**src/qst_pkg.sv**
```systemverilog
// Shared constants, command codes and helpers of the questionable status tree
package qst_pkg;

    localparam int REG_W       = 16;
    localparam int NUM_REGS    = 5;
    localparam int SEL_W       = 3;
    localparam int OP_W        = 4;
    localparam int ERR_NUM_W   = 16;
    localparam int ERR_DESC_W  = 8;
    localparam int ENTRY_W     = ERR_NUM_W + ERR_DESC_W;
    localparam int QUEUE_DEPTH = 8;
    localparam int QUEUE_PTR_W = 3;
    localparam int QUEUE_CNT_W = 4;

    localparam logic [REG_W-1:0] ALL_ONES  = 16'hFFFF;
    localparam logic [REG_W-1:0] ALL_ZEROS = 16'h0000;

    // Reset values of the filter and mask parts
    localparam logic [REG_W-1:0] ENA_RST  = 16'h0000;
    localparam logic [REG_W-1:0] PTR_RST  = 16'hFFFF;
    localparam logic [REG_W-1:0] NTR_RST  = 16'h0000;
    localparam logic [REG_W-1:0] OPER_RST = 16'h0000;
    localparam logic             QENA_RST = 1'b1;

    // Summary bit positions in the parent registers
    localparam int INTEG_SUM_BIT    = 9;
    localparam int LIM1_SUM_BIT     = 10;
    localparam int INTEG_HW_SUM_BIT = 1;
    localparam int LIM2_SUM_BIT     = 0;

    localparam logic signed [ERR_NUM_W-1:0] NO_ERROR_NUM  = 16'sh0000;
    localparam logic [ERR_DESC_W-1:0]       NO_ERROR_DESC = 8'h00;
    localparam logic [QUEUE_PTR_W-1:0]      QPTR_ZERO     = 3'h0;
    localparam logic [QUEUE_PTR_W-1:0]      QPTR_ONE      = 3'h1;
    localparam logic [QUEUE_CNT_W-1:0]      QCNT_ZERO     = 4'h0;
    localparam logic [QUEUE_CNT_W-1:0]      QCNT_ONE      = 4'h1;
    localparam logic [QUEUE_CNT_W-1:0]      QCNT_FULL     = 4'h8;

    typedef enum logic [SEL_W-1:0] {
        SEL_QUES     = 3'h0,
        SEL_INTEG    = 3'h1,
        SEL_INTEG_HW = 3'h2,
        SEL_LIM1     = 3'h3,
        SEL_LIM2     = 3'h4
    } qst_sel_e;

    typedef enum logic [OP_W-1:0] {
        OP_NONE        = 4'h0,
        OP_READ_COND   = 4'h1,
        OP_READ_EVENT  = 4'h2,
        OP_READ_ENABLE = 4'h3,
        OP_READ_PTR    = 4'h4,
        OP_READ_NTR    = 4'h5,
        OP_WRITE_ENA   = 4'h6,
        OP_WRITE_PTR   = 4'h7,
        OP_WRITE_NTR   = 4'h8,
        OP_PRESET      = 4'h9,
        OP_CLEAR_STAT  = 4'hA,
        OP_INSTR_RESET = 4'hB,
        OP_QUEUE_NEXT  = 4'hC,
        OP_WRITE_OPER  = 4'hD,
        OP_WRITE_QENA  = 4'hE
    } qst_op_e;

    // A select code names one of the five registers
    function automatic logic qst_sel_ok(input logic [SEL_W-1:0] sel);
        qst_sel_ok = (sel <= SEL_LIM2);
    endfunction : qst_sel_ok

    // Places a single summary bit at its position in a parent register
    function automatic logic [REG_W-1:0] qst_bit_at(input logic b, input int pos);
        qst_bit_at = ALL_ZEROS;
        qst_bit_at[pos] = b;
    endfunction : qst_bit_at

endpackage : qst_pkg

```
**src/qst_status_reg.sv**
```systemverilog
// One status register: condition edge filters, event latch, enable mask, summary
`timescale 1ns/1ps
`default_nettype none
module qst_status_reg
    import qst_pkg::*;
(
    input  wire logic             clk_i,
    input  wire logic             reset_i,
    input  wire logic [REG_W-1:0] cond_i,
    input  wire logic [REG_W-1:0] wdata_i,
    input  wire logic             wr_ena_i,
    input  wire logic             wr_ptr_i,
    input  wire logic             wr_ntr_i,
    input  wire logic             preset_i,
    input  wire logic             evt_clr_i,
    output logic      [REG_W-1:0] evt_o,
    output logic      [REG_W-1:0] ena_o,
    output logic      [REG_W-1:0] ptr_o,
    output logic      [REG_W-1:0] ntr_o,
    output logic      [REG_W-1:0] set_o,
    output logic                  sum_o
);
    typedef struct packed {
        logic [REG_W-1:0] prev;
        logic [REG_W-1:0] evt;
        logic [REG_W-1:0] ena;
        logic [REG_W-1:0] ptr;
        logic [REG_W-1:0] ntr;
        logic             sum;
    } qst_sreg_s;

    qst_sreg_s s_q;
    qst_sreg_s s_d;

    always_comb begin
        s_d = s_q;
        s_d.prev = cond_i;
        set_o = ((cond_i & ~s_q.prev) & s_q.ptr) | ((~cond_i & s_q.prev) & s_q.ntr);
        // New edges survive a clear in the same cycle
        s_d.evt = (evt_clr_i ? ALL_ZEROS : s_q.evt) | set_o;
        s_d.sum = |(s_q.evt & s_q.ena);
        if (preset_i) begin
            s_d.ena = ALL_ONES;
            s_d.ptr = ALL_ONES;
            s_d.ntr = ALL_ZEROS;
        end
        if (wr_ena_i) begin
            s_d.ena = wdata_i;
        end
        if (wr_ptr_i) begin
            s_d.ptr = wdata_i;
        end
        if (wr_ntr_i) begin
            s_d.ntr = wdata_i;
        end
    end

    always_ff @(posedge clk_i) begin
        if (reset_i) begin
            s_q <= '{prev: ALL_ZEROS, evt: ALL_ZEROS, ena: ENA_RST, ptr: PTR_RST, ntr: NTR_RST, sum: 1'b0};
        end else begin
            s_q <= s_d;
        end
    end

    assign evt_o = s_q.evt;
    assign ena_o = s_q.ena;
    assign ptr_o = s_q.ptr;
    assign ntr_o = s_q.ntr;
    assign sum_o = s_q.sum;

endmodule : qst_status_reg
`default_nettype wire

```
**src/qst_error_queue.sv**
```systemverilog
// Error queue: oldest-first store of error number and description code
`timescale 1ns/1ps
`default_nettype none
module qst_error_queue
    import qst_pkg::*;
(
    input  wire logic                        clk_i,
    input  wire logic                        reset_i,
    input  wire logic                        enable_i,
    input  wire logic                        push_i,
    input  wire logic signed [ERR_NUM_W-1:0] push_num_i,
    input  wire logic [ERR_DESC_W-1:0]       push_desc_i,
    input  wire logic                        pop_i,
    input  wire logic                        clear_i,
    output logic signed [ERR_NUM_W-1:0]      head_num_o,
    output logic [ERR_DESC_W-1:0]            head_desc_o,
    output logic [QUEUE_CNT_W-1:0]           count_o
);
    typedef struct packed {
        logic [QUEUE_DEPTH-1:0][ENTRY_W-1:0] mem;
        logic [QUEUE_PTR_W-1:0]              rd;
        logic [QUEUE_PTR_W-1:0]              wr;
        logic [QUEUE_CNT_W-1:0]              cnt;
    } qst_queue_s;

    qst_queue_s s_q;
    qst_queue_s s_d;
    logic       pop_w;
    logic       push_w;

    always_comb begin
        s_d = s_q;
        pop_w = pop_i && (s_q.cnt != QCNT_ZERO);
        // A full queue drops new entries unless one is popped now, even when a clear empties it
        push_w = push_i && enable_i && ((s_q.cnt != QCNT_FULL) || pop_w);
        if (clear_i) begin
            s_d.rd = QPTR_ZERO;
            s_d.wr = QPTR_ZERO;
            s_d.cnt = QCNT_ZERO;
        end else if (pop_w) begin
            s_d.rd = s_q.rd + QPTR_ONE;
            s_d.cnt = s_q.cnt - QCNT_ONE;
        end
        if (push_w) begin
            s_d.mem[s_d.wr] = {push_num_i, push_desc_i};
            s_d.wr = s_d.wr + QPTR_ONE;
            s_d.cnt = s_d.cnt + QCNT_ONE;
        end
    end

    always_ff @(posedge clk_i) begin
        if (reset_i) begin
            s_q <= '{mem: '0, rd: QPTR_ZERO, wr: QPTR_ZERO, cnt: QCNT_ZERO};
        end else begin
            s_q <= s_d;
        end
    end

    assign head_num_o  = (s_q.cnt == QCNT_ZERO) ? NO_ERROR_NUM : s_q.mem[s_q.rd][ENTRY_W-1:ERR_DESC_W];
    assign head_desc_o = (s_q.cnt == QCNT_ZERO) ? NO_ERROR_DESC : s_q.mem[s_q.rd][ERR_DESC_W-1:0];
    assign count_o     = s_q.cnt;

endmodule : qst_error_queue
`default_nettype wire

```
**src/qst_status_tree.sv**
```systemverilog
// Questionable status tree: five status registers, command decode and error queue
`timescale 1ns/1ps
`default_nettype none

// What this block does
// Instrument reset command leaves all status registers untouched; clear-status clears their event parts and the error queue.
// Preset touches only filters, enable masks and queue enabling, never condition or event.
// Preset loads operation and all questionable-family enable masks with all ones.
// Preset sets positive filters to all ones, negative filters to all zeros.
// Condition reads return live bits and change nothing.
// An enabled event bit turning true raises the summary bit in the parent.
// First limit register feeds questionable bit 10; second feeds first limit bit 0.
// Enable masks and filters take any 16-bit value.
// Event reads return the latched bits and clear that event register.
// Negative filter bit set: condition one-to-zero sets the event bit.
// Positive filter bit set: condition zero-to-one sets the event bit.
// Next-entry query returns the oldest queue entry and removes it.
// Queue entries hold a signed error number and a description code.
// Empty queue answers error number zero with the no-error description.
// Two separate limit registers, each complete, chosen by select code.
// Each of the five registers has its own readable event part.
// Summary is the OR over all bits of event AND enable.
module qst_status_tree
    import qst_pkg::*;
(
    input  wire logic                        clk_i,
    input  wire logic                        reset_i,
    input  wire logic                        cmd_valid_i,
    input  wire logic [OP_W-1:0]             cmd_op_i,
    input  wire logic [SEL_W-1:0]            cmd_sel_i,
    input  wire logic [REG_W-1:0]            cmd_data_i,
    input  wire logic [REG_W-1:0]            ques_cond_i,
    input  wire logic [REG_W-1:0]            integ_cond_i,
    input  wire logic [REG_W-1:0]            integ_hw_cond_i,
    input  wire logic [REG_W-1:0]            lim1_cond_i,
    input  wire logic [REG_W-1:0]            lim2_cond_i,
    input  wire logic                        err_push_i,
    input  wire logic signed [ERR_NUM_W-1:0] err_num_i,
    input  wire logic [ERR_DESC_W-1:0]       err_desc_i,
    output logic                             rsp_valid_o,
    output logic [REG_W-1:0]                 rsp_data_o,
    output logic signed [ERR_NUM_W-1:0]      rsp_err_num_o,
    output logic [ERR_DESC_W-1:0]            rsp_err_desc_o,
    output logic                             ques_summary_o,
    output logic [REG_W-1:0]                 oper_enable_o,
    output logic                             queue_enable_o
);
    typedef struct packed {
        logic                        rsp_valid;
        logic [REG_W-1:0]            rsp_data;
        logic signed [ERR_NUM_W-1:0] rsp_err_num;
        logic [ERR_DESC_W-1:0]       rsp_err_desc;
        logic                        ques_sum;
        logic [REG_W-1:0]            oper_ena;
        logic                        queue_ena;
    } qst_top_s;

    qst_top_s s_q;
    qst_top_s s_d;

    qst_op_e                             op_w;
    logic                                sel_ok_w;
    logic [NUM_REGS-1:0][REG_W-1:0]      cond_eff;
    logic [NUM_REGS-1:0][REG_W-1:0]      evt_w;
    logic [NUM_REGS-1:0][REG_W-1:0]      ena_w;
    logic [NUM_REGS-1:0][REG_W-1:0]      ptr_w;
    logic [NUM_REGS-1:0][REG_W-1:0]      ntr_w;
    logic [NUM_REGS-1:0][REG_W-1:0]      set_w;
    logic [NUM_REGS-1:0]                 sum_w;
    logic [NUM_REGS-1:0]                 wr_ena_w;
    logic [NUM_REGS-1:0]                 wr_ptr_w;
    logic [NUM_REGS-1:0]                 wr_ntr_w;
    logic [NUM_REGS-1:0]                 evt_clr_w;
    logic                                preset_w;
    logic                                clear_w;
    logic                                pop_w;
    logic                                rd_cond_w;
    logic                                rd_evt_w;
    logic                                instr_rst_w;
    logic signed [ERR_NUM_W-1:0]         head_num_w;
    logic [ERR_DESC_W-1:0]               head_desc_w;
    logic [QUEUE_CNT_W-1:0]              q_count_w;

    assign op_w        = qst_op_e'(cmd_op_i);
    assign sel_ok_w    = qst_sel_ok(cmd_sel_i);
    assign preset_w    = cmd_valid_i && (op_w == OP_PRESET);
    assign clear_w     = cmd_valid_i && (op_w == OP_CLEAR_STAT);
    assign pop_w       = cmd_valid_i && (op_w == OP_QUEUE_NEXT);
    assign rd_cond_w   = cmd_valid_i && (op_w == OP_READ_COND);
    assign rd_evt_w    = cmd_valid_i && (op_w == OP_READ_EVENT);
    assign instr_rst_w = cmd_valid_i && (op_w == OP_INSTR_RESET);

    // Child summaries merge into the parent condition bits
    assign cond_eff[SEL_QUES]     = ques_cond_i
                                  | qst_bit_at(sum_w[SEL_INTEG], INTEG_SUM_BIT)
                                  | qst_bit_at(sum_w[SEL_LIM1], LIM1_SUM_BIT);
    assign cond_eff[SEL_INTEG]    = integ_cond_i | qst_bit_at(sum_w[SEL_INTEG_HW], INTEG_HW_SUM_BIT);
    assign cond_eff[SEL_INTEG_HW] = integ_hw_cond_i;
    assign cond_eff[SEL_LIM1]     = lim1_cond_i | qst_bit_at(sum_w[SEL_LIM2], LIM2_SUM_BIT);
    assign cond_eff[SEL_LIM2]     = lim2_cond_i;

    for (genvar k = 0; k < NUM_REGS; k++) begin : g_reg
        logic sel_hit;
        assign sel_hit      = cmd_valid_i && (cmd_sel_i == SEL_W'(k));
        assign wr_ena_w[k]  = sel_hit && (op_w == OP_WRITE_ENA);
        assign wr_ptr_w[k]  = sel_hit && (op_w == OP_WRITE_PTR);
        assign wr_ntr_w[k]  = sel_hit && (op_w == OP_WRITE_NTR);
        assign evt_clr_w[k] = (sel_hit && (op_w == OP_READ_EVENT)) || clear_w;

        qst_status_reg u_reg (
            .clk_i     (clk_i),
            .reset_i   (reset_i),
            .cond_i    (cond_eff[k]),
            .wdata_i   (cmd_data_i),
            .wr_ena_i  (wr_ena_w[k]),
            .wr_ptr_i  (wr_ptr_w[k]),
            .wr_ntr_i  (wr_ntr_w[k]),
            .preset_i  (preset_w),
            .evt_clr_i (evt_clr_w[k]),
            .evt_o     (evt_w[k]),
            .ena_o     (ena_w[k]),
            .ptr_o     (ptr_w[k]),
            .ntr_o     (ntr_w[k]),
            .set_o     (set_w[k]),
            .sum_o     (sum_w[k])
        );
    end

    qst_error_queue u_queue (
        .clk_i       (clk_i),
        .reset_i     (reset_i),
        .enable_i    (s_q.queue_ena),
        .push_i      (err_push_i),
        .push_num_i  (err_num_i),
        .push_desc_i (err_desc_i),
        .pop_i       (pop_w),
        .clear_i     (clear_w),
        .head_num_o  (head_num_w),
        .head_desc_o (head_desc_w),
        .count_o     (q_count_w)
    );

    always_comb begin
        s_d = s_q;
        s_d.rsp_valid = 1'b0;
        s_d.ques_sum = sum_w[SEL_QUES];
        if (cmd_valid_i) begin
            s_d.rsp_valid = 1'b1;
            unique case (op_w)
                OP_NONE: begin
                    s_d.rsp_valid = 1'b0;
                end
                OP_READ_COND: begin
                    s_d.rsp_data = sel_ok_w ? cond_eff[cmd_sel_i] : ALL_ZEROS;
                end
                OP_READ_EVENT: begin
                    s_d.rsp_data = sel_ok_w ? evt_w[cmd_sel_i] : ALL_ZEROS;
                end
                OP_READ_ENABLE: begin
                    s_d.rsp_data = sel_ok_w ? ena_w[cmd_sel_i] : ALL_ZEROS;
                end
                OP_READ_PTR: begin
                    s_d.rsp_data = sel_ok_w ? ptr_w[cmd_sel_i] : ALL_ZEROS;
                end
                OP_READ_NTR: begin
                    s_d.rsp_data = sel_ok_w ? ntr_w[cmd_sel_i] : ALL_ZEROS;
                end
                OP_WRITE_ENA, OP_WRITE_PTR, OP_WRITE_NTR, OP_CLEAR_STAT: begin
                end
                OP_PRESET: begin
                    s_d.oper_ena = ALL_ONES;
                    s_d.queue_ena = 1'b1;
                end
                OP_INSTR_RESET: begin
                end
                OP_QUEUE_NEXT: begin
                    s_d.rsp_err_num = head_num_w;
                    s_d.rsp_err_desc = head_desc_w;
                end
                OP_WRITE_OPER: begin
                    s_d.oper_ena = cmd_data_i;
                end
                OP_WRITE_QENA: begin
                    s_d.queue_ena = cmd_data_i[0];
                end
                default: begin
                    s_d.rsp_valid = 1'b0;
                end
            endcase
        end
    end

    always_ff @(posedge clk_i) begin
        if (reset_i) begin
            s_q <= '{rsp_valid: 1'b0, rsp_data: ALL_ZEROS, rsp_err_num: NO_ERROR_NUM,
                     rsp_err_desc: NO_ERROR_DESC, ques_sum: 1'b0, oper_ena: OPER_RST, queue_ena: QENA_RST};
        end else begin
            s_q <= s_d;
        end
    end

    assign rsp_valid_o    = s_q.rsp_valid;
    assign rsp_data_o     = s_q.rsp_data;
    assign rsp_err_num_o  = s_q.rsp_err_num;
    assign rsp_err_desc_o = s_q.rsp_err_desc;
    assign ques_summary_o = s_q.ques_sum;
    assign oper_enable_o  = s_q.oper_ena;
    assign queue_enable_o = s_q.queue_ena;
endmodule : qst_status_tree
`default_nettype wire

```
**config.mk**
```make
export PLATFORM = sky130hd
export DESIGN_NAME = qst_status_tree
export DESIGN_NICKNAME = d
export VERILOG_FILES = /design/src/qst_pkg.sv /design/src/qst_status_reg.sv /design/src/qst_error_queue.sv /design/src/qst_status_tree.sv
export SDC_FILE = /design/constraint.sdc
export NUM_CORES = 1
export LEC_CHECK = 0
export BUFFER_PORTS_ARGS = -buffer_cell sky130_fd_sc_hd__buf_2
export CAP_MARGIN = 20
export CELL_PAD_IN_SITES_DETAIL_PLACEMENT = 1
export CELL_PAD_IN_SITES_GLOBAL_PLACEMENT = 1
export CORE_UTILIZATION = 47
export DETAILED_ROUTE_END_ITERATION = 8
export GPL_TIMING_DRIVEN = 0
export PLACE_DENSITY_LB_ADDON = 0.1
export SLEW_MARGIN = 25
export SYNTH_ARGS = -nofsm -noshare
export SYNTH_HDL_FRONTEND = slang
export SYNTH_SLANG_ARGS = --single-unit
```
**constraint.sdc**
```tcl
create_clock -name clk_i -period 2.6 [get_ports clk_i]
set_input_delay 0.26 -clock clk_i [delete_from_list [all_inputs] [get_ports clk_i]]
set_output_delay 0.26 -clock clk_i [all_outputs]
set_load 0.05 [all_outputs]
```
==> results of run 1 <==
## area by class of cell
type | instances | area (µm²)
fill | 7051 | 27200
multi-input combinational | 2226 | 14600
sequential | 666 | 13300
clock buffer | 104 | 2140
timing repair buffer | 233 | 1590
buffer | 291 | 1290
tap | 837 | 1050
clock inverter | 28 | 338
inverter | 20 | 75.1
antenna | 4 | 10.0
## critical path, delay by kind of cell
kind	cells	cell delay, ns
buffers and inverters	3	1.32
AND/OR/NAND/NOR	3	1.40
AO/OA/AOI/OAI	1	0.10
## stage by stage
step	total power, µW	util, %	instances	hold WS, ns
2_1_floorplan	12200	-	3203	0.388
3_3_place_gp	13200	50.4	4188	0.438
3_5_place_dp	13300	50.4	4188	0.449
4_1_cts	24100	55.8	4405	0.000819
5_1_grt	24700	55.9	4407	0.0245
6_report	24200	55.9	4409	0.0126
## cell families (layout without fill, tap and decap cells)
group	after synthesis	count (layout)	share of synthesized area [%]
AO/OA/AOI/OAI	707	707	15.7
XOR/XNOR	6	6	0.180
adder cells (fa/ha/maj)	4	4	0.171
buffers and inverters	311	676	4.56
flip-flops	666	666	45.5
multiplexers	360	360	15.1
other	0	4	0
AND/OR/NAND/NOR	1149	1149	18.8
## layer usage
metal / vias up / track usage (%)
met5: - / 0
met3: 518 / 7.04
li1: 12100 / -
met2: 1367 / 72.6
met1: 14100 / 48.3
met4: 4 / 36.8
## cells in the mapped netlist (all sizes together) (6+ instances only)
| master | n | area share (%) |
|---|---|---|
| mux2i | 270 | 9.2 |
| a32o | 16 | 0.55 |
| o22ai | 139 | 3.0 |
| nand3b | 77 | 2.0 |
| mux2 | 28 | 1.1 |
| nor2b | 83 | 1.8 |
| a22oi | 113 | 2.9 |
| clkbuf | 191 | 2.4 |
| dfxtp | 666 | 46 |
| o2bb2ai | 48 | 1.4 |
| o21bai | 18 | 0.46 |
| nor3 | 115 | 2.1 |
| a211oi | 8 | 0.30 |
| a31oi | 10 | 0.21 |
| nand4 | 10 | 0.26 |
| or2 | 6 | 0.13 |
| mux4 | 62 | 4.8 |
| and3 | 10 | 0.21 |
| nand2 | 223 | 2.9 |
| o2111ai | 10 | 0.30 |
| nor3b | 7 | 0.20 |
| inv | 20 | 0.26 |
| o211ai | 6 | 0.17 |
| buf | 100 | 1.9 |
| a21oi | 184 | 3.1 |
| nor2 | 492 | 6.3 |
| nand2b | 74 | 1.6 |
| a221oi | 15 | 0.45 |
| nand3 | 24 | 0.41 |
| a22o | 15 | 0.45 |
| o21ai | 110 | 1.9 |
## power by group through the flow
| stage | clock (µW) | combinational, µW | sequential, µW |
|---|---|---|---|
| after floorplan | 0 | 1270 | 11000 |
| after global placement | 0 | 2190 | 11000 |
| after detailed placement | 0 | 2260 | 11000 |
| after CTS | 10900 | 2380 | 10800 |
| after global routing | 11300 | 2550 | 10800 |
| final | 10900 | 2470 | 10800 |
## sequential cells by signal (all words and copies together) (netlist names), 4 cells and up
register	flops
g.u_reg.ena_o	80
g.u_reg.evt_o	80
g.u_reg.ntr_o	80
g.u_reg.ptr_o	80
g.u_reg.s_q	80
g.u_reg.sum_o	5
oper_enable_o	16
rsp_data_o	16
rsp_err_desc_o	8
rsp_err_num_o	16
u_queue.count_o	4
u_queue.s_q	198
## timing repair
action / 4_1_cts / 5_1_grt
endpoints found under the hold margin: 88 / 0
hold buffers: 85 / 0
resized for setup: 4 / 12
setup endpoints to repair: 13 / 38
## worst max-delay path by stage
| stage | start | to | cells past startpoint |
|---|---|---|---|
| final | cmd_sel_i[2] | g_reg[4].u_reg.ptr_o[10] | 7 |
| after CTS | u_queue.count_o[0] | u_queue.s_q[192] | 8 |
| after detailed placement | cmd_sel_i[2] | g_reg[4].u_reg.ptr_o[10] | 7 |
| after floorplan | u_queue.s_q[7] | rsp_err_num_o[2] | 7 |
| after global placement | cmd_sel_i[2] | g_reg[4].u_reg.ptr_o[13] | 7 |
| after global routing | u_queue.count_o[0] | u_queue.s_q[146] | 8 |
==> results by group, run 1 <==
Run status
  • Status: finished clean

Critical path
  • Slowest-stage cell, CP: nor3b_2
  • Worst path arrival time: between 3 and 4 ns
  • Worst reg2reg path startpoint: u_queue.s_q[7]
  • CP peak stage delay: 0.72 ns
  • Cell mode on critical path: clkbuf_1
  • Crit end category: register
  • Critical Path, Cell by Cell: buf_2, nor3b_2, clkbuf_1, nand3_1, clkbuf_1, nor2_1, o21bai_1
  • Critical Path RT: roughly 3.1 ns
  • Crit path launch type: primary input
  • CP Class: in2reg
  • Reg2Reg Depth: 7
  • Reg2reg end: rsp_err_num_o[1]
  • Critical path peak fanout: 10
  • R2R setup slack: 0.14 ns

Route
  • Met3 wire len: 8.61 mm
  • Pre-antenna DRT Iters: 6
  • DRT iter0 DRCs: 2,516
  • Via count: between 20,000 and 30,000
  • Vias per inst: 6.37
  • Met1 Wirelength: between 50 and 60 mm
  • Total wire length: ~140 mm
  • DR top layer: met5
  • Wire length per cell: roughly 32 µm
  • Detail Route Antenna Nets: 0
  • DRC Markers: 0
  • Met2 wire len: 65.8 mm

Clocking
  • CTS root buffer: clkbuf_16
  • CTS Buffer Depth: 3
  • CTS clock-pin slew for the worst setup and hold paths: 0.06 ns
  • CTS H-Tree Depth: 3
  • Total clock buffers created by CTS: 74
  • Clock Sinks: 666
  • Post CTS Setup Buffer Count: 0
  • Clk_lat worst skew: between 0.6 and 0.7 ns
  • CTS tree: yes

Layout
  • Most common cell after layout, fill and taps aside: dfxtp_1
  • Share of layout cells above drive strength 1: a little over an eighth
  • Layout net count: about 3,600
  • Design area: ~34,000 µm²
  • Area Overhead vs Synth: 17.7%
  • Most frequent cells in the layout: dfxtp_1, nor2_1, mux2i_1

Global routing
  • Number of global-route vias before repair: about 29,000
  • Initial antenna violation count: 6
  • First-pass GRT wire length: a little under 200 mm
  • Total track usage: between 40% and 50%
  • Largest net degree at the start of global routing: 14
  • Gr ovfl total: 0

Power and ir drop
  • NetSw: between 6000 and 7000 µW
  • Power Density: around 700 nW/µm²
  • Combinational share of power: roughly 10%
  • P_int: roughly 18,000 µW
  • Power share of the sequential group: 44.7%
  • Sw frac: between 20% and 30%
  • VDD IR-drop max: 0.594 mV
  • Static Leak: about 0.013 µW
  • Proportion of power drawn by the clock network: about 45%

Worst hold path
  • Worst Hold Path EP: u_queue.s_q[184]
  • Worst Hold Depth: 3
  • HP Class: in2reg
  • Hold Path Origin: err_desc_i[6]

Yosys
  • Register area share after synthesis: a little under half
  • Syn_nets: 3,338
  • Main flop type after synthesis: dfxtp_1
  • Gate Count Post-Synth: ~3,200
  • Yosys reg bits: approximately 670
  • Post-Syn Area per Cell: 9.14 µm²
  • Post-synthesis cell type count: a little under 70
  • Synth warnings: 0
  • Number of synthesized flops with an enable pin: 0
  • Synth async-reset ratio: 0%
  • Synthesized area: about 29,000 µm²

Placement
  • Detailed-placement wirelength estimate: roughly 110 mm
  • Placement Setup Slack: -0.498 ns
  • Placed standard-cell area: 31,100 µm²
  • RD Place Congestion: ~1.1
  • Port Buffer Count: approximately 150

STA
  • Period utilization: a little over nine tenths
  • Setup TNS: 0 ns
  • Final Setup Violations: 0
  • Max Transition Viols Final: 0
  • Period minus WS final: between 2 and 3 ns
  • FMAX: 389 MHz
  • Clk_skew: 0.0207 ns
  • Worst Max-Slew Pin Slew: approximately 1.2 ns
  • Hold Fails Final Rpt: 0
  • Slew headroom: approximately 22%
  • Fin worst setup slack: 0.0276 ns

Floorplan
  • Boundary pin count: 190
  • Rows: a little over 90
  • Core Area: between 60,000 and 70,000 µm²
  • Initial core utilization: about 48%
  • Die X: 252 µm
  • Die height: 252 µm
  • Die area: 63,300 µm²

Job
  • # Max-Cap Violations: 0
No activity file was read; power rests on OpenSTA's default activity.
==> run 2, diff against run 1 <==
--- a/config.mk
+++ b/config.mk
@@ -9,7 +9,7 @@
 export CAP_MARGIN = 20
 export CELL_PAD_IN_SITES_DETAIL_PLACEMENT = 1
 export CELL_PAD_IN_SITES_GLOBAL_PLACEMENT = 1
-export CORE_UTILIZATION = 47
+export CORE_UTILIZATION = 50
 export DETAILED_ROUTE_END_ITERATION = 8
 export GPL_TIMING_DRIVEN = 0
 export PLACE_DENSITY_LB_ADDON = 0.1
==> constraint.sdc (replaced) <==
create_clock -name clk_i -period 3 [get_ports clk_i]
set_input_delay 0.3 -clock clk_i [delete_from_list [all_inputs] [get_ports clk_i]]
set_output_delay 0.3 -clock clk_i [all_outputs]
set_load 0.05 [all_outputs]
==> run 2 against run 1 <==
Compared with the run above:
- routed wire length grew 4.1%
- die area decreased by 6.0%
- setup slack improved by 0.15 ns
- hold slack lost 0.0011 ns
- critical endpoint is now u_queue.s_q[100]
- critical path type is now reg2reg
- count of clock-buffer cells in the layout is the same
- cell count down 2.4%
- clock skew up 0.0091 ns
==> results by group, run 2 (synthesis results as in run 1) <==
Layout
  • Share of layout cells above drive strength 1: 13.4% (was 13.6%)
  • Most frequent cells in the layout: dfxtp_1, nor2_1, mux2i_1 (unchanged)
  • Most common cell after layout, fill and taps aside: dfxtp_1 (unchanged)
  • Max reg flops: 198 (unchanged)
  • Layout net count: 3,611 (was 3,647)
  • Biggest register: u_queue.s_q (unchanged)
  • Fill cell count: 6,544 (was 7,051)
  • Area Overhead vs Synth: 15.6% (was 17.7%)
  • Register Area: 13,300 µm² (unchanged)
  • Area of the multi-input gates: 14,600 µm² (about the same)

Floorplan
  • Rows: 88 (was 91)
  • Die height: 244 µm (was 252 µm)
  • Boundary pin count: 190 (unchanged)
  • Core Area: 57,800 µm² (was 61,600 µm²)
  • Die area: 59,500 µm² (was 63,300 µm²)
  • Initial core utilization: 50.6% (was 47.5%)
  • Die X: 244 µm (was 252 µm)

Power and ir drop
  • Sw frac: 27.7% (was 27.0%)
  • Power share of the sequential group: 45.5% (was 44.7%)
  • Static Leak: 0.0132 µW (was 0.0134 µW)
  • Power Density: 608 nW/µm² (was 703 nW/µm²)
  • Proportion of power drawn by the clock network: 44.0% (was 45.2%)
  • P_int: 14,900 µW (was 17,700 µW)
  • NetSw: 5700 µW (was 6530 µW)
  • VDD IR-drop max: 0.592 mV (was 0.594 mV)
  • Combinational share of power: 10.5% (was 10.2%)

STA
  • Max Transition Viols Final: 0 (unchanged)
  • Final Setup Violations: 0 (unchanged)
  • Hold Fails Final Rpt: 0 (unchanged)
  • Slew headroom: 20.9% (was 21.9%)
  • Worst Max-Slew Pin Slew: 1.19 ns (was 1.17 ns)
  • RSZ-0062 raised after global routing: false
  • Period utilization: between 90% and 100%
  • Setup TNS: 0 ns (unchanged)
  • Period minus WS final: between 2 and 3 ns
  • Fin worst setup slack: 0.180 ns (was 0.0276 ns)
  • FMAX: approximately 350 MHz
  • Clk_skew: 0.0297 ns (was 0.0207 ns)

Clocking
  • CTS clock-pin slew for the worst setup and hold paths: 0.06 ns (about the same)
  • Total clock buffers created by CTS: 72 (was 74)
  • CTS H-Tree Depth: 3 (unchanged)
  • Clock Sinks: 666 (unchanged)
  • Clk_lat worst skew: 0.64 ns (was 0.65 ns)
  • CTS root buffer: clkbuf_16 (unchanged)
  • CTS tree: yes (unchanged)
  • Post CTS Setup Buffer Count: 0 (unchanged)
  • CTS Buffer Depth: 3 (unchanged)

Route
  • Vias per inst: 6.74 (was 6.37)
  • DRC Markers: 0 (unchanged)
  • DRT iter0 DRCs: 2,971 (was 2,516)
  • Pre-antenna DRT Iters: 5 (was 6)
  • Met1 Wirelength: 51.5 mm (was 52.1 mm)
  • Via count: 29,000 (was 28,100)
  • Total wire length: 146 mm (was 140 mm)
  • Wire length per cell: 33.9 µm (was 31.8 µm)
  • Met3 wire len: 11.5 mm (was 8.61 mm)
  • Met2 wire len: 67.6 mm (was 65.8 mm)
  • DR top layer: met5 (unchanged)
  • Detail Route Antenna Nets: 0 (unchanged)

Placement
  • Port Buffer Count: 148 (unchanged)
  • Detailed-placement wirelength estimate: 106 mm (about the same)
  • Placement Setup Slack: 0.112 ns (was -0.498 ns)
  • RD Place Congestion: 1.04 (was 1.06)

Critical path
  • Critical Path RT: 3.53 ns (was 3.12 ns)
  • Crit path launch type: register (was primary input)
  • Worst reg2reg path startpoint: u_queue.count_o[0] (was u_queue.s_q[7])
  • CP Class: reg2reg (was in2reg)
  • Critical path peak fanout: 10 (unchanged)
  • Worst path arrival time: 3.35 ns (was 3.09 ns)
  • Crit end category: register (unchanged)
  • Crit path from: u_queue.count_o[0] (was cmd_sel_i[2])

Global routing
  • Number of global-route vias before repair: 30,400 (was 29,200)
  • Largest net degree at the start of global routing: 14 (unchanged)
  • Gr ovfl total: 0 (unchanged)
  • Total track usage: 48.2% (was 43.4%)
  • Initial antenna violation count: 9 (was 6)
  • First-pass GRT wire length: 208 mm (was 198 mm)

Job
  • # Max-Cap Violations: 0 (unchanged)

Worst hold path
  • Hold Path Origin: ques_cond_i[12] (was err_desc_i[6])
  • HP Class: in2reg (unchanged)

Run status
  • Status: finished clean (unchanged)
## run 2: cell count changes in the layout (fill, tap and decap cells not counted), sizes merged
cell / before / now
buf: 245 / 248
bufinv: 6 / 2
clkbuf: 298 / 295
clkinv: 18 / 17
diode: 4 / 7
dlygate4sd3: 85 / 51
## run 2: layout make-up
| type | count | share of cell area (%) |
|---|---|---|
| multi-input combinational | 2226 | 43.2 |
| sequential | 666 | 39.4 |
| clock buffer | 104 | 6.21 |
| buffer | 291 | 3.74 |
| timing repair buffer | 199 | 3.70 |
| tap | 765 | 2.83 |
| clock inverter | 23 | 0.673 |
| inverter | 20 | 0.222 |
| antenna | 7 | 0.0518 |
## run 2: timing repair
item,CTS,global route
endpoints found under the hold margin,49,2
hold buffers,49,2
endpoints found under the setup margin,0,7
gates resized for setup,0,2
## run 2: final timing paths
kind	to	slack, ns	cells after the start
setup reg to reg	u_queue.s_q[100]	0.18	8
setup / recovery	u_queue.s_q[100]	0.18	8
hold reg to reg	ques_summary_o	0.46	1
hold / removal	g_reg[0].u_reg.s_q[77]	0.01	2
## run 2: power groups by stage
stage	Clock (µW)	Combinational (µW)	Sequential, µW
floorplan	0	1100	9490
global placement	0	1900	9520
detailed placement	0	1970	9530
CTS	8980	2060	9350
global route	9340	2210	9370
finish	9040	2160	9370
## run 2: worst max-delay path, cell delays in order (launching register included)
cell	delay (ns)
dfxtp_1	0.35
inv_1	0.07
ha_1	0.20
nor2b_1	0.33
o211ai_2	0.27
nand4b_1	0.45
clkbuf_1	0.58
nand2_1	0.17
a21oi_1	0.27
## run 2: through the flow
step                std cells  utilization (%)  instance area, µm²  hold slack [ns]  total power (µW)
global route             4295             58.5               33800          0.00412             20900
finish                   4301             58.5               33800           0.0115             20600
detailed placement       4116             53.6               31000            0.439             11500
CTS                      4292             58.5               33800          0.00121             20400
floorplan                3203                -               29300            0.414             10600
global placement         4116             53.6               31000            0.436             11400
## run 2: layer usage
layer / vias up / track usage (%)
met5: - / 0
met2: 1797 / 78.2
met1: 14500 / 53.3
li1: 12000 / -
met3: 712 / 10.4
met4: 6 / 43.2
==> run 3, diff against run 2 <==
--- a/config.mk
+++ b/config.mk
@@ -9,9 +9,10 @@
 export CAP_MARGIN = 20
 export CELL_PAD_IN_SITES_DETAIL_PLACEMENT = 1
 export CELL_PAD_IN_SITES_GLOBAL_PLACEMENT = 1
-export CORE_UTILIZATION = 50
+export CORE_UTILIZATION = 43
 export DETAILED_ROUTE_END_ITERATION = 8
 export GPL_TIMING_DRIVEN = 0
+export MAX_ROUTING_LAYER = met4
 export PLACE_DENSITY_LB_ADDON = 0.1
 export SLEW_MARGIN = 25
 export SYNTH_ARGS = -nofsm -noshare
==> run 3 against run 2 <==
Compared with the run above:
- combinational power about the same
- cell count increased by 2.9%
- routed wire length decreased by 2.3%
- sequential cell count unchanged
==> results by group, run 3 (synthesis results as in run 1) <==
Run status
  • Status: finished clean (unchanged)

Placement
  • Detailed-placement wirelength estimate: 111 mm (was 106 mm)
  • RD Place Congestion: 1.06 (was 1.04)
  • Placed standard-cell area: 31,100 µm² (was 31,000 µm²)
  • Port Buffer Count: 148 (unchanged)
  • Placement Setup Slack: -0.0262 ns (was 0.112 ns)

STA
  • Min Hold Slack: 0.0119 ns (was 0.0115 ns)
  • Setup TNS: 0 ns (unchanged)
  • Worst Max-Slew Pin Slew: 1.24 ns (was 1.19 ns)
  • Hold Fails Final Rpt: 0 (unchanged)
  • Slew headroom: 17.6% (was 20.9%)
  • RSZ-0062 raised after global routing: false (unchanged)
  • Period minus WS final: 2.78 ns (was 2.82 ns)
  • Final Setup Violations: 0 (unchanged)
  • Period utilization: 92.5% (was 94.0%)
  • Fin worst setup slack: 0.224 ns (was 0.180 ns)
  • FMAX: 360 MHz (was 355 MHz)
  • Max Transition Viols Final: 0 (unchanged)
  • Clk_skew: 0.0196 ns (was 0.0297 ns)

Power and ir drop
  • Power Density: 608 nW/µm² (about the same)
  • Final Power: 20,800 µW (was 20,600 µW)
  • Static Leak: 0.0133 µW (was 0.0132 µW)
  • VDD IR-drop max: 0.607 mV (was 0.592 mV)

Critical path
  • R2R setup slack: 0.22 ns (was 0.18 ns)
  • Worst reg2reg path startpoint: u_queue.s_q[8] (was u_queue.count_o[0])
  • Critical path peak fanout: 10 (unchanged)
  • Reg2Reg Depth: 6 (was 8)
  • Crit path from: u_queue.s_q[8] (was u_queue.count_o[0])
  • Crit end category: register (unchanged)
  • CP Class: reg2reg (unchanged)
  • Levels on crit path: 6 (was 8)
  • Slowest-stage cell, CP: buf_1 (was clkbuf_1)
  • CP bufs+invs: 2 (unchanged)
  • Critical Path RT: 3.48 ns (was 3.53 ns)
  • CP peak stage delay: 0.69 ns (was 0.58 ns)
  • Worst path arrival time: 3.25 ns (was 3.35 ns)
  • Critical Path End: rsp_err_num_o[14] (was u_queue.s_q[100])
  • Critical Path, Cell by Cell: buf_1, clkbuf_2, mux4_2, mux2_2, a22oi_1, nor2_1 (was inv_1, ha_1, nor2b_1, o211ai_2, nand4b_1, clkbuf_1, nand2_1, a21oi_1)
  • Crit path launch type: register (unchanged)
  • CP delay by family, top: buffers and inverters (was simple AND/OR/NAND/NOR gates)
  • Reg2reg end: rsp_err_num_o[14] (was u_queue.s_q[100])

Clocking
  • Clk_lat worst skew: 0.64 ns (about the same)
  • Total clock buffers created by CTS: 76 (was 72)
  • CTS H-Tree Depth: 3 (unchanged)
  • CTS tree: yes (unchanged)
  • Clock Sinks: 666 (unchanged)
  • CTS Buffer Depth: 3 (unchanged)
  • Post CTS Setup Buffer Count: 0 (unchanged)
  • CTS clock-pin slew for the worst setup and hold paths: 0.06 ns (about the same)
  • CTS root buffer: clkbuf_16 (unchanged)

Layout
  • Most frequent cells in the layout: dfxtp_1, nor2_1, mux2i_1 (unchanged)
  • Biggest register: u_queue.s_q (unchanged)
  • Max reg flops: 198 (unchanged)
  • Area Overhead vs Synth: 17.0% (was 15.6%)
  • Layout net count: 3,629 (was 3,611)
  • Most common cell after layout, fill and taps aside: dfxtp_1 (unchanged)
  • Register Area: 13,300 µm² (unchanged)
  • Design area: 34,200 µm² (was 33,800 µm²)
  • Fill cell count: 7,783 (was 6,544)
  • Area of the multi-input gates: 14,600 µm² (unchanged)
  • Share of layout cells above drive strength 1: 13.6% (was 13.4%)

Route
  • Via count: 27,900 (was 29,000)
  • Vias per inst: 6.30 (was 6.74)
  • DRT iter0 DRCs: 2,906 (was 2,971)
  • Wire length per cell: 32.2 µm (was 33.9 µm)
  • DRC Markers: 0 (unchanged)
  • Total wire length: 142 mm (was 146 mm)
  • Pre-antenna DRT Iters: 5 (unchanged)
  • Detail Route Antenna Nets: 0 (unchanged)

Global routing
  • First-pass GRT wire length: 201 mm (was 208 mm)
  • Gr ovfl total: 0 (unchanged)
  • Initial antenna violation count: 9 (unchanged)
  • Total track usage: 41.7% (was 48.2%)
  • Number of global-route vias before repair: 28,100 (was 30,400)
  • Largest net degree at the start of global routing: 13 (was 14)

Floorplan
  • Core Area: 67,300 µm² (was 57,800 µm²)
  • Initial core utilization: 43.5% (was 50.6%)
  • Die area: 69,100 µm² (was 59,500 µm²)
  • Rows: 95 (was 88)
  • Die X: 263 µm (was 244 µm)
  • Die height: 263 µm (was 244 µm)
  • Boundary pin count: 190 (unchanged)

Job
  • # Max-Cap Violations: 0 (unchanged)

Worst hold path
  • HP Class: in2reg (unchanged)
## run 3: how the worst min path moves through the flow
stage,endpoint,cells past startpoint,start,slack [ns]
2_1_floorplan,ques_summary_o,1,g_reg[0].u_reg.sum_o,0.41
3_3_place_gp,ques_summary_o,1,g_reg[0].u_reg.sum_o,0.43
3_5_place_dp,ques_summary_o,1,g_reg[0].u_reg.sum_o,0.43
4_1_cts,g_reg[0].u_reg.s_q[67],2,ques_cond_i[2],0.00008
5_1_grt,g_reg[1].u_reg.s_q[77],2,integ_cond_i[12],0.0004
6_report,g_reg[1].u_reg.s_q[76],2,integ_cond_i[11],0.01
## run 3: layer usage
layer	part of all wire [%]	global-route usage [%]	up-vias
met3	6.9	6.40	350
met2	46	66.9	1264
met4	6.2	21.7	0
met5	0	-	-
li1	-	-	12000
met1	40	50.6	14300
## run 3: power by group
| part | leakage [µW] | internal, µW | switching [µW] |
|---|---|---|---|
| combinational | 0.00667 | 691 | 1460 |
| clock | 0.00119 | 5290 | 4000 |
| sequential | 0.00543 | 9110 | 257 |
## run 3: area by class of cell
type	instances	share of cell area [%]
sequential	666	38.9
antenna	7	0.0512
buffer	291	3.71
inverter	20	0.219
tap	873	3.19
multi-input combinational	2226	42.7
clock buffer	110	6.43
timing repair buffer	213	4.09
clock inverter	20	0.694
## run 3: timing repair
item,4_1_cts,5_1_grt
hold endpoints to repair,60,1
hold buffers,60,1
gates resized for setup,1,0
endpoints found under the setup margin,4,0
## run 3: through the flow
step / utilization, % / std cells
after global routing: 50.9 / 4425
after CTS: 50.8 / 4415
after global placement: 46.2 / 4224
after floorplan: - / 3203
final: 50.9 / 4426
after detailed placement: 46.3 / 4225
